$ cat src/core/ioc_regs.svh
`ifndef IOC_REGS_SVH
`define IOC_REGS_SVH
// ------------------------------------------------------------
// corrector register map on the link
// ------------------------------------------------------------
`define IOC_ADDR_PAGE_ONE 16'h4001
`define IOC_ADDR_PAGE_TWO 16'h4002
`define IOC_ADDR_PAGE_CHAN 16'h4003
`define IOC_ADDR_PAGE_FUNC 16'h4004
`define IOC_ADDR_CORR_CTRL 16'h6068
// ------------------------------------------------------------
// register values
// ------------------------------------------------------------
`define IOC_VAL_ZERO 8'h00
`define IOC_VAL_CHAN_B 8'h01
`define IOC_VAL_FUNC_OFFS 8'h61
`define IOC_VAL_FREEZE 8'hc2
`define IOC_VAL_BYPASS 8'h46
`define IOC_RST_BYTE 8'h00
// ------------------------------------------------------------
// host command registers
// ------------------------------------------------------------
`define IOC_HREG_CTRL 4'h0
`define IOC_HREG_STATUS 4'h1
`define IOC_CTRL_FREEZE_BIT 0
`define IOC_CTRL_BYPASS_BIT 1
`define IOC_CTRL_SINGLE_BIT 2
// ------------------------------------------------------------
// timing
// ------------------------------------------------------------
`define IOC_CLK_NS 50
`define IOC_SETTLE_NS 400000
`define IOC_BOOT_NS 100
`define IOC_SETTLE_CYC ((`IOC_SETTLE_NS + `IOC_CLK_NS - 1) / `IOC_CLK_NS)
`define IOC_BOOT_CYC ((`IOC_BOOT_NS + `IOC_CLK_NS - 1) / `IOC_CLK_NS)
`endif

$ cat src/core/ioc_pkg.sv
`default_nettype none
package ioc_pkg;
	// corrector operating mode per channel
	typedef enum logic [1:0] {IOC_RUN, IOC_FREEZE, IOC_BYPASS} ioc_mode_t;
	// host sequencer states
	typedef enum logic [2:0] {
		IOC_H_BOOT, IOC_H_IDLE, IOC_H_QUIET, IOC_H_SETTLE, IOC_H_WRITE
	} ioc_hstate_t;
endpackage
`default_nettype wire

$ cat src/core/ioc_link_if.sv
`timescale 1ns/1ps
`default_nettype none
// register write link between host and corrector
interface ioc_link_if;
	logic wr;
	logic [15:0] addr;
	logic [7:0] wdata;
	logic [1:0] idle;
	modport dev (input wr, input addr, input wdata, output idle);
	modport hst (output wr, output addr, output wdata, input idle);
endinterface
`default_nettype wire

$ cat src/core/ioc_corrector.sv
// Operation
// - per channel remove four-core offset mismatch
// - cancel dc and every fs/8 multiple
// - run continuously, tones treated as mismatch
// - bypass passes samples uncorrected
// - freeze holds and applies last estimate
// - host idles input, waits 0.4 ms
// - detect idle input channel
// - page writes select channel A page
// - writing 01h to page_channel_select selects B
// - C2h to offset_corrector_control freezes selected channel
// - 46h to offset_corrector_control bypasses selected channel
// - restore source after both frozen
// - single channel keeps A, B down
// - first write 100 ns after reset
//
// Local design decision: strobed register access.
`timescale 1ns/1ps
`default_nettype none
`include "ioc_regs.svh"
module ioc_corrector import ioc_pkg::*; #(
	parameter int W = 14,
	parameter int SH = 10,
	parameter int BINS = 8,
	parameter int IDLE_THR = 8,
	parameter int IDLE_LEN = 256
) (
	// clock and reset
	input wire logic clk_i,
	input wire logic arst_n_i,
	// interleaved core samples
	input wire logic smp_valid_i,
	input wire logic [W-1:0] smp_a_i,
	input wire logic [W-1:0] smp_b_i,
	// corrected output
	output logic out_valid_o,
	output logic [W-1:0] out_a_o,
	output logic [W-1:0] out_b_o,
	// link from host
	ioc_link_if.dev link
);
	localparam int AW = W + SH;
	localparam int BW = $clog2(BINS);
	localparam int IW = $clog2(IDLE_LEN + 1);
	generate
		if (W < 2 || SH < 1 || BINS < 4 || (BINS & (BINS - 1)) != 0 || IDLE_LEN < 1) begin : g_chk
			$error("corrector parameters out of range");
		end
	endgenerate
	// ------------------------------------------------------------
	// helpers
	// ------------------------------------------------------------
	function automatic ioc_mode_t decode_mode(input logic [7:0] v);
		if (v == `IOC_VAL_FREEZE) begin
			decode_mode = IOC_FREEZE;
		end else if (v == `IOC_VAL_BYPASS) begin
			decode_mode = IOC_BYPASS;
		end else begin
			decode_mode = IOC_RUN;
		end
	endfunction
	function automatic logic [W-1:0] sat_sub(input logic [W-1:0] x, input logic [W-1:0] e);
		logic signed [W:0] d;
		d = $signed({x[W-1], x}) - $signed({e[W-1], e});
		if (d[W] != d[W-1]) begin
			sat_sub = d[W] ? {1'b1, {(W-1){1'b0}}} : {1'b0, {(W-1){1'b1}}};
		end else begin
			sat_sub = d[W-1:0];
		end
	endfunction
	function automatic logic is_quiet(input logic [W-1:0] x);
		logic [W-1:0] m;
		m = x[W-1] ? (~x + 1'b1) : x;
		is_quiet = (m <= W'(IDLE_THR));
	endfunction
	// ------------------------------------------------------------
	// page and control registers
	// ------------------------------------------------------------
	logic [7:0] pg1_r, pg1_nxt, pg2_r, pg2_nxt, pgch_r, pgch_nxt, pgfn_r, pgfn_nxt;
	logic [7:0] ctl_r [2];
	logic [7:0] ctl_nxt [2];
	logic page_ok;
	assign page_ok = (pg1_r == `IOC_VAL_ZERO) && (pg2_r == `IOC_VAL_ZERO)
		&& (pgfn_r == `IOC_VAL_FUNC_OFFS);
	// register write decode
	always_comb begin
		pg1_nxt = pg1_r;
		pg2_nxt = pg2_r;
		pgch_nxt = pgch_r;
		pgfn_nxt = pgfn_r;
		ctl_nxt = ctl_r;
		if (link.wr) begin
			unique case (link.addr)
				`IOC_ADDR_PAGE_ONE: pg1_nxt = link.wdata;
				`IOC_ADDR_PAGE_TWO: pg2_nxt = link.wdata;
				`IOC_ADDR_PAGE_CHAN: pgch_nxt = link.wdata;
				`IOC_ADDR_PAGE_FUNC: pgfn_nxt = link.wdata;
				`IOC_ADDR_CORR_CTRL: begin
					if (page_ok) begin
						ctl_nxt[pgch_r[0]] = link.wdata;
					end
				end
				default: ;
			endcase
		end
	end
	always_ff @(posedge clk_i or negedge arst_n_i) begin
		if (!arst_n_i) begin
			pg1_r <= `IOC_RST_BYTE;
			pg2_r <= `IOC_RST_BYTE;
			pgch_r <= `IOC_RST_BYTE;
			pgfn_r <= `IOC_RST_BYTE;
			ctl_r[0] <= `IOC_RST_BYTE;
			ctl_r[1] <= `IOC_RST_BYTE;
		end else begin
			pg1_r <= pg1_nxt;
			pg2_r <= pg2_nxt;
			pgch_r <= pgch_nxt;
			pgfn_r <= pgfn_nxt;
			ctl_r <= ctl_nxt;
		end
	end
	// ------------------------------------------------------------
	// offset estimator and correction
	// ------------------------------------------------------------
	logic [AW-1:0] acc_r [2][BINS];
	logic [AW-1:0] acc_nxt [2][BINS];
	logic [BW-1:0] bin_r, bin_nxt;
	logic [IW-1:0] qcnt_r [2];
	logic [IW-1:0] qcnt_nxt [2];
	logic [W-1:0] ya_r, ya_nxt, yb_r, yb_nxt;
	logic ov_r, ov_nxt;
	logic [W-1:0] smp [2];
	ioc_mode_t mode [2];
	logic [W-1:0] est [2];
	logic [W-1:0] y [2];
	assign smp[0] = smp_a_i;
	assign smp[1] = smp_b_i;
	// estimate update, idle detect and output per channel
	always_comb begin
		acc_nxt = acc_r;
		qcnt_nxt = qcnt_r;
		bin_nxt = bin_r;
		ov_nxt = smp_valid_i;
		ya_nxt = ya_r;
		yb_nxt = yb_r;
		for (int c = 0; c < 2; c++) begin
			mode[c] = decode_mode(ctl_r[c]);
			est[c] = acc_r[c][bin_r][AW-1:SH];
			y[c] = (mode[c] == IOC_BYPASS) ? smp[c] : sat_sub(smp[c], est[c]);
			if (smp_valid_i) begin
				if (mode[c] == IOC_RUN) begin
					// leaky mean per phase bin: every fs/8 multiple cancels
					acc_nxt[c][bin_r] = acc_r[c][bin_r] + {{SH{smp[c][W-1]}}, smp[c]}
						- {{SH{acc_r[c][bin_r][AW-1]}}, acc_r[c][bin_r][AW-1:SH]};
				end
				if (!is_quiet(smp[c])) begin
					qcnt_nxt[c] = '0;
				end else if (qcnt_r[c] != IW'(IDLE_LEN)) begin
					qcnt_nxt[c] = qcnt_r[c] + 1'b1;
				end
			end
		end
		if (smp_valid_i) begin
			bin_nxt = bin_r + 1'b1;
			ya_nxt = y[0];
			yb_nxt = y[1];
		end
	end
	always_ff @(posedge clk_i or negedge arst_n_i) begin
		if (!arst_n_i) begin
			for (int c = 0; c < 2; c++) begin
				for (int b = 0; b < BINS; b++) begin
					acc_r[c][b] <= '0;
				end
				qcnt_r[c] <= '0;
			end
			bin_r <= '0;
			ov_r <= 1'b0;
			ya_r <= '0;
			yb_r <= '0;
		end else begin
			acc_r <= acc_nxt;
			qcnt_r <= qcnt_nxt;
			bin_r <= bin_nxt;
			ov_r <= ov_nxt;
			ya_r <= ya_nxt;
			yb_r <= yb_nxt;
		end
	end
	// outputs
	assign out_valid_o = ov_r;
	assign out_a_o = ya_r;
	assign out_b_o = yb_r;
	assign link.idle = {(qcnt_r[1] == IW'(IDLE_LEN)),
		(qcnt_r[0] == IW'(IDLE_LEN))};
endmodule // ioc_corrector
`default_nettype wire

$ cat src/flat_wrapper.sv
// flat-port wrapper written by rule: the top's interface ports become plain ports
module ioc_corrector_flat import ioc_pkg::*;
#(
	parameter int W = 14,
	parameter int SH = 10,
	parameter int BINS = 8,
	parameter int IDLE_THR = 8,
	parameter int IDLE_LEN = 256
)
  (clk_i, arst_n_i, smp_valid_i, smp_a_i, smp_b_i, out_valid_o, out_a_o, out_b_o, link_wr, link_addr, link_wdata, link_idle);
  ioc_link_if link_i ();
  input wire logic clk_i;
  input wire logic arst_n_i;
  input wire logic smp_valid_i;
  input wire logic [W-1:0] smp_a_i;
  input wire logic [W-1:0] smp_b_i;
  output logic out_valid_o;
  output logic [W-1:0] out_a_o;
  output logic [W-1:0] out_b_o;
  input wire logic [$bits(link_i.wr)-1:0] link_wr;
  input wire logic [$bits(link_i.addr)-1:0] link_addr;
  input wire logic [$bits(link_i.wdata)-1:0] link_wdata;
  output wire logic [$bits(link_i.idle)-1:0] link_idle;
  assign link_i.wr = link_wr;
  assign link_i.addr = link_addr;
  assign link_i.wdata = link_wdata;
  assign link_idle = link_i.idle;
  ioc_corrector #(.W(W), .SH(SH), .BINS(BINS), .IDLE_THR(IDLE_THR), .IDLE_LEN(IDLE_LEN)) u_core (.clk_i(clk_i), .arst_n_i(arst_n_i), .smp_valid_i(smp_valid_i), .smp_a_i(smp_a_i), .smp_b_i(smp_b_i), .out_valid_o(out_valid_o), .out_a_o(out_a_o), .out_b_o(out_b_o), .link(link_i));
endmodule
$ cat config.mk
export PLATFORM = sky130hd
export DESIGN_NAME = ioc_corrector_flat
export DESIGN_NICKNAME = d
export VERILOG_FILES = /design/src/core/ioc_pkg.sv /design/src/core/ioc_link_if.sv /design/src/core/ioc_corrector.sv /design/src/flat_wrapper.sv
export VERILOG_INCLUDE_DIRS = /design/src /design/src/core
export SDC_FILE = /design/constraint.sdc
export NUM_CORES = 1
export LEC_CHECK = 0
export BUFFER_PORTS_ARGS = -buffer_cell sky130_fd_sc_hd__buf_2
export CORE_MARGIN = 2
export CORE_UTILIZATION = 35
export DETAILED_ROUTE_END_ITERATION = 10
export MAX_ROUTING_LAYER = met4
export PLACE_DENSITY = 0.61
export SLEW_MARGIN = 20
export SYNTH_ARGS = -nofsm -noshare
export SYNTH_HDL_FRONTEND = slang
export SYNTH_SLANG_ARGS = --single-unit
$ cat constraint.sdc
create_clock -name clk_i -period 5.5 [get_ports clk_i]
set_input_delay 0.275 -clock clk_i [delete_from_list [all_inputs] [get_ports clk_i]]
set_output_delay 0.275 -clock clk_i [all_outputs]
set_load 0.005 [all_outputs]
==> metrics.cfg, run 1 <==
[status]
status = complete, no violations

[worst_setup_path]
cp_slowest_stage_delay_ps = 630
critical_path.cell_chain = nor2b_1, nand2b_1, o22ai_1, nor4_1, fa_1, ha_1, a2111o_1, a21oi_2, o211ai_2, a221oi_2, o21ai_2, a221oi_2, o21bai_1, xnor2_2, o21ai_0
crit_arrival_ps = 5730
critical_path.endpoint_type = flop
worstSetupPathType = reg2reg
cp_max_fo = 15
crit_required_ps = 5950
slowest_stage = nor4_1
critical_path.startpoint_type = flop
crit_top_cell = a221oi_2

[yosys]
synth_top_area_share_pct = 48.5
ys_ff_latch = 475
syn_inst = 2520
synth_common_cells = dfrtp_1 (475), nand2_1 (451), o21ai_0 (384)
syn_avg_cell_area_um2 = 9.72
yosysTopAreaCell = dfrtp_1
synth_edf_count = 0
synth-async-reset-ratio_pct = 100
synth_top_cells_by_area = dfrtp_1 (49%), o21ai_0 (7.8%), nand2_1 (6.9%), ha_1 (4.2%), fa_1 (3.9%)
synth_nets = 2706
synth-main-ff-cell = dfrtp_1
yosysWarnings = 0
syn-cell-area_um2 = 24500
yosys.cell_types.count = 79
yosysMostFrequentCell = dfrtp_1
yosysSeqAreaShare_pct = 48.5

[timing]
rsz0062_at_grt = no
period_needed_ps = 5280
setup_viol = 0
period_share_pct = 96.0
slew_headroom_pct = 31.2
skew_ps = 43.9
slew_violations = 0
tns_ps = 0
fmax_mhz = 189
tightest_slew_ps = 1030
hold_viol = 0

[grt]
track_usage_pct = 20.1
grt_pass1_vias = 19743
grt_pass1_wl_um = 110000
grt-ovfl-total = 0
antenna_found_initial = 0
grt_max_degree = 186

[die]
rows = 96
initial_core_util_pct = 35.5
die_area_um2 = 72100
die_x_um = 269
die_y_um = 269
ioPinCount = 87
core_area_um2 = 68900

[clock_network]
worst_skew_pair.late_latency_ps = 630
clock-sinks = 475
htree_levels = 2
clock_path_buffers = 3
cts-root-buf = clkbuf_16
clk_pin_slew_worst_paths_ps = 60
cts_tree = built
numCtsBuffers = 53

[final_layout]
area_delta_synth_final_pct = 15.0
nFillCells = 6728
seq_area_um2 = 11900
multi_input_area_um2 = 11700
nNetsFinal = 2785
antenna_cells = 0
final_layout_size_suffix_gt1_share_pct = 12.8

[routing]
vias = 19609
ant_nets = 0
viasPerCell = 5.49
drt_iter0_drc = 1555
first_pass_iters = 6
drc_errors = 0
routed_wl_um = 69300
detail_route.wl_per_cell_um = 19.4

[place]
gp_congestion = 0.902
dp_hpwl_um = 46300
port-buffer-count = 86

[run]
max-cap-violations = 0

[worst_hold_path]
min_path_type = in2reg

## sequential cells by signal, indices dropped and copies added (netlist names)
name                count
u_core.acc_r          384
u_core.qcnt_r          18
u_core.ctl_r           16
u_core.out_a_o         14
u_core.out_b_o         14
u_core.pgfn_r           8
u_core.bin_r            3
u_core.pg2_r            8
u_core.pg1_r            8
u_core.out_valid_o      1
u_core.pgch_r           1
## worst max-delay path, delay by kind of cell (launching register included)
kind | cells | cell delay (ps)
and+or+nand+nor | 3 | 1320
xor gates and xnor gates | 1 | 380
DFF | 1 | 590
adders and majority gates | 2 | 800
AOI/OAI and AO/OA | 9 | 2030
## metal layers
layer,track usage [%],vias to the layer above,share of wire (%),wire length (um)
met5,-,-,0,0
met4,5.24,0,2.2,1490
met3,3.95,109,7.4,5150
met2,31.2,627,45,31100
met1,27.0,9774,45,31500
li1,-,9099,-,-
## cell families after synthesis
| kind of cell | after synthesis | synth area share, % |
|---|---|---|
| flip-flops | 475 | 48.5 |
| adder cells (fa/ha/maj) | 130 | 8.11 |
| AND/OR/NAND/NOR | 732 | 13.5 |
| XOR/XNOR | 83 | 3.00 |
| buffers and inverters | 243 | 3.76 |
| multiplexers | 72 | 3.29 |
| AO/OA/AOI/OAI | 785 | 19.8 |
## final cells by class
class,instances,area share (%)
Inverter,108,1.44
Tap cell,931,4.13
Clock buffer,76,5.40
Clock inverter,21,1.18
Timing Repair Buffer,159,3.97
Multi-Input combinational cell,1802,41.7
Sequential cell,475,42.2
## path summary, 6_finish.rpt
| check | from | end | slack [ps] | cells past startpoint |
|---|---|---|---|---|
| worst min register to register | u_core.acc_r[163]$_DFFE_PN0P_ | u_core.acc_r[163]$_DFFE_PN0P_ | 480 | 2 |
| worst max register to register | u_core.bin_r[2]$_DFFE_PN0P_ | u_core.acc_r[287]$_DFFE_PN0P_ | 220 | 15 |
| worst max-delay path | u_core.bin_r[2]$_DFFE_PN0P_ | u_core.acc_r[287]$_DFFE_PN0P_ | 220 | 15 |
| max in group asynchronous | arst_n_i | u_core.acc_r[154]$_DFFE_PN0P_ | 3800 | 3 |
| min in group asynchronous | arst_n_i | u_core.acc_r[279]$_DFFE_PN0P_ | 220 | 2 |
| worst min-delay path | link_wdata[2] | u_core.pg2_r[2]$_DFFE_PN0P_ | 30 | 2 |
## per-stage QoR
step	std cells	worst slack, ps	cell area (um2)	utilization [%]	hold WS [ps]
final	3572	218	28200	40.9	31.9
after CTS	3571	45.6	28100	40.8	4.98
after detailed placement	3462	99.8	26200	38.0	300
after global placement	3462	235	26200	38.0	282
after floorplan	2520	747	24500	-	-20.6
after global routing	3572	7.27	28200	40.9	19.5
## cell usage in the layout (no fill, tap or decap), types with 10 or more instances in the layout
master and count:
clkbuf_1 12, nand3_1 21, buf_4 53, buf_2 85, nor4_1 18, o22ai_1 41
nand2_1 451, o21ai_1 10, a31oi_1 12, mux2_2 69, a21o_1 29, a22oi_1 127
inv_1 108, nand4_1 14, clkbuf_8 11, clkbuf_16 53, a221oi_1 31, o21a_1 14
and4_1 24, a22o_1 14, nor2_1 93, xor2_1 39, xnor2_1 40, fa_1 48
and3_1 23, nor3_1 15, nand2b_1 11, a21oi_1 57, dlygate4sd3_1 12, dfrtp_1 474
ha_1 82, o21ai_0 384
## timing repair
action | in CTS | in global routing
hold endpoints to repair | 103 | 0
endpoints found under the setup margin | 0 | 71
resized for setup | 0 | 6
setup buffers | 0 | 1
hold buffers | 12 | 0
Power of run 1 is not shown: default switching activity piles up to over one toggle a cycle in this logic, so the estimate is an artifact.
==> inputs of run 2 (changes only) <==
Settings changed: BUFFER_PORTS_ARGS -buffer_cell sky130_fd_sc_hd__buf_2 to -buffer_cell sky130_fd_sc_hd__buf_4, SKIP_CTS_REPAIR_TIMING set to 1.
==> metrics.cfg, run 2 (synthesis results as in run 1) <==
[routing]
ant_nets = 0
drt_iter0_drc = 1739
viasPerCell = 5.46
routed_wl_um = 69000
detail_route.wl_per_cell_um = 19.3
drc_errors = 0
vias = 19495
first_pass_iters = 5

[clock_network]
worst_skew_pair.late_latency_ps = 630
htree_levels = 2
cts_tree = built
clk_pin_slew_worst_paths_ps = 60
cts-root-buf = clkbuf_16
numCtsBuffers = 53
clock-sinks = 475
clock_path_buffers = 3

[timing]
rsz0062_at_grt = no
slew_violations = 0
period_share_pct = 92.7
tightest_slew_ps = 1130
tns_ps = 0
whs_ps = -18.0
fmax_mhz = 196
setup_viol = 0
period_needed_ps = 5100
skew_ps = 33.4
slew_headroom_pct = 24.7
hold_viol = 2

[final_layout]
final_layout_size_suffix_gt1_share_pct = 12.7
largest_register = u_core.acc_r
layout_common_cells = dfrtp_1 (473), nand2_1 (451), o21ai_0 (384)
nNetsFinal = 2785
reg.largest.list = u_core.acc_r: 384 flops, u_core.qcnt_r: 18 flops, u_core.ctl_r: 16 flops
area_delta_synth_final_pct = 15.8
largest_reg_flops = 384
layout_commonest_cell = dfrtp_1
antenna_cells = 0

[status]
violations = negative hold slack
status = finished with violations

[die]
die_y_um = 269
core_area_um2 = 68900
rows = 96
ioPinCount = 87
die_x_um = 269
die_area_um2 = 72100
initial_core_util_pct = 35.5

[grt]
grt_max_degree = 148
grt-ovfl-total = 0
grt_pass1_wl_um = 110000
antenna_found_initial = 0
grt_pass1_vias = 19509
track_usage_pct = 19.9

[worst_setup_path]
critical_path.startpoint_type = flop
crit_required_ps = 5950
critical_path.endpoint_type = flop
crit_arrival_ps = 5550
cp_max_fo = 40
worstSetupPathType = reg2reg

[place]
port-buffer-count = 86
dp_hpwl_um = 45800
gp_congestion = 0.908

[run]
max-cap-violations = 0

[worst_hold_path]
min_path_type = in2reg

-- run 2: worst paths after layout --
kind | start | to | slack (ps) | depth (start not counted)
setup / recovery | u_core.bin_r[2]$_DFFE_PN0P_ | u_core.acc_r[287]$_DFFE_PN0P_ | 400 | 16
hold / removal | smp_a_i[13] | u_core.out_a_o[13]$_DFFE_PN0P_ | -20 | 3
setup reg to reg | u_core.bin_r[2]$_DFFE_PN0P_ | u_core.acc_r[287]$_DFFE_PN0P_ | 400 | 16
hold reg to reg | u_core.acc_r[291]$_DFFE_PN0P_ | u_core.acc_r[291]$_DFFE_PN0P_ | 480 | 2
max in group asynchronous | arst_n_i | u_core.acc_r[130]$_DFFE_PN0P_ | 3850 | 3
min in group asynchronous | arst_n_i | u_core.pgfn_r[1]$_DFFE_PN0P_ | 340 | 2
-- run 2: worst max-delay path: stages, from the launching register on --
cell and delay [ps]:
dfrtp_2 500, nor2b_1 320, nor2b_4 240, buf_12 290, a22oi_1 140, and3_1 360, fa_1 510, ha_1 410
a2111o_1 440, a21oi_2 170, o211ai_2 140, a221oi_2 310, o21ai_2 150, a221oi_2 270, o21bai_1 120, xnor2_2 410
o21ai_0 150
-- run 2: per-layer routing --
metal  part of all wire (%)  vias to the layer above  wire length [um]  global-route usage, %
met1                     47                     9733             32300                   27.6
li1                       -                     9107                 -                      -
met5                      0                        -                 0                      -
met3                    5.6                       77              3890                   2.54
met4                    1.6                        0              1130                   4.56
met2                     46                      578             31700                   31.2
-- run 2: stage by stage --
step / utilization [%] / area (um2) / hold slack, ps / worst slack [ps] / instances
2_1_floorplan: - / 24500 / -20.6 / 747 / 2520
3_5_place_dp: 38.3 / 26400 / 398 / 277 / 3463
3_3_place_gp: 38.3 / 26400 / 376 / 336 / 3463
5_1_grt: 41.1 / 28400 / 1.07 / 50.9 / 3568
6_report: 41.1 / 28400 / -18.0 / 403 / 3568
4_1_cts: 41.0 / 28200 / -249 / 239 / 3556
-- run 2: area by class of cell --
class                           count  area, um2
Timing Repair Buffer              159       1350
Multi-Input combinational cell   1802      11700
Fill cell                        6659      40600
Clock inverter                     20        313
Sequential cell                   475      11900
Tap cell                          931       1160
Clock buffer                       73       1520
Inverter                          108        405
Power of run 2 is left out for the same reason.
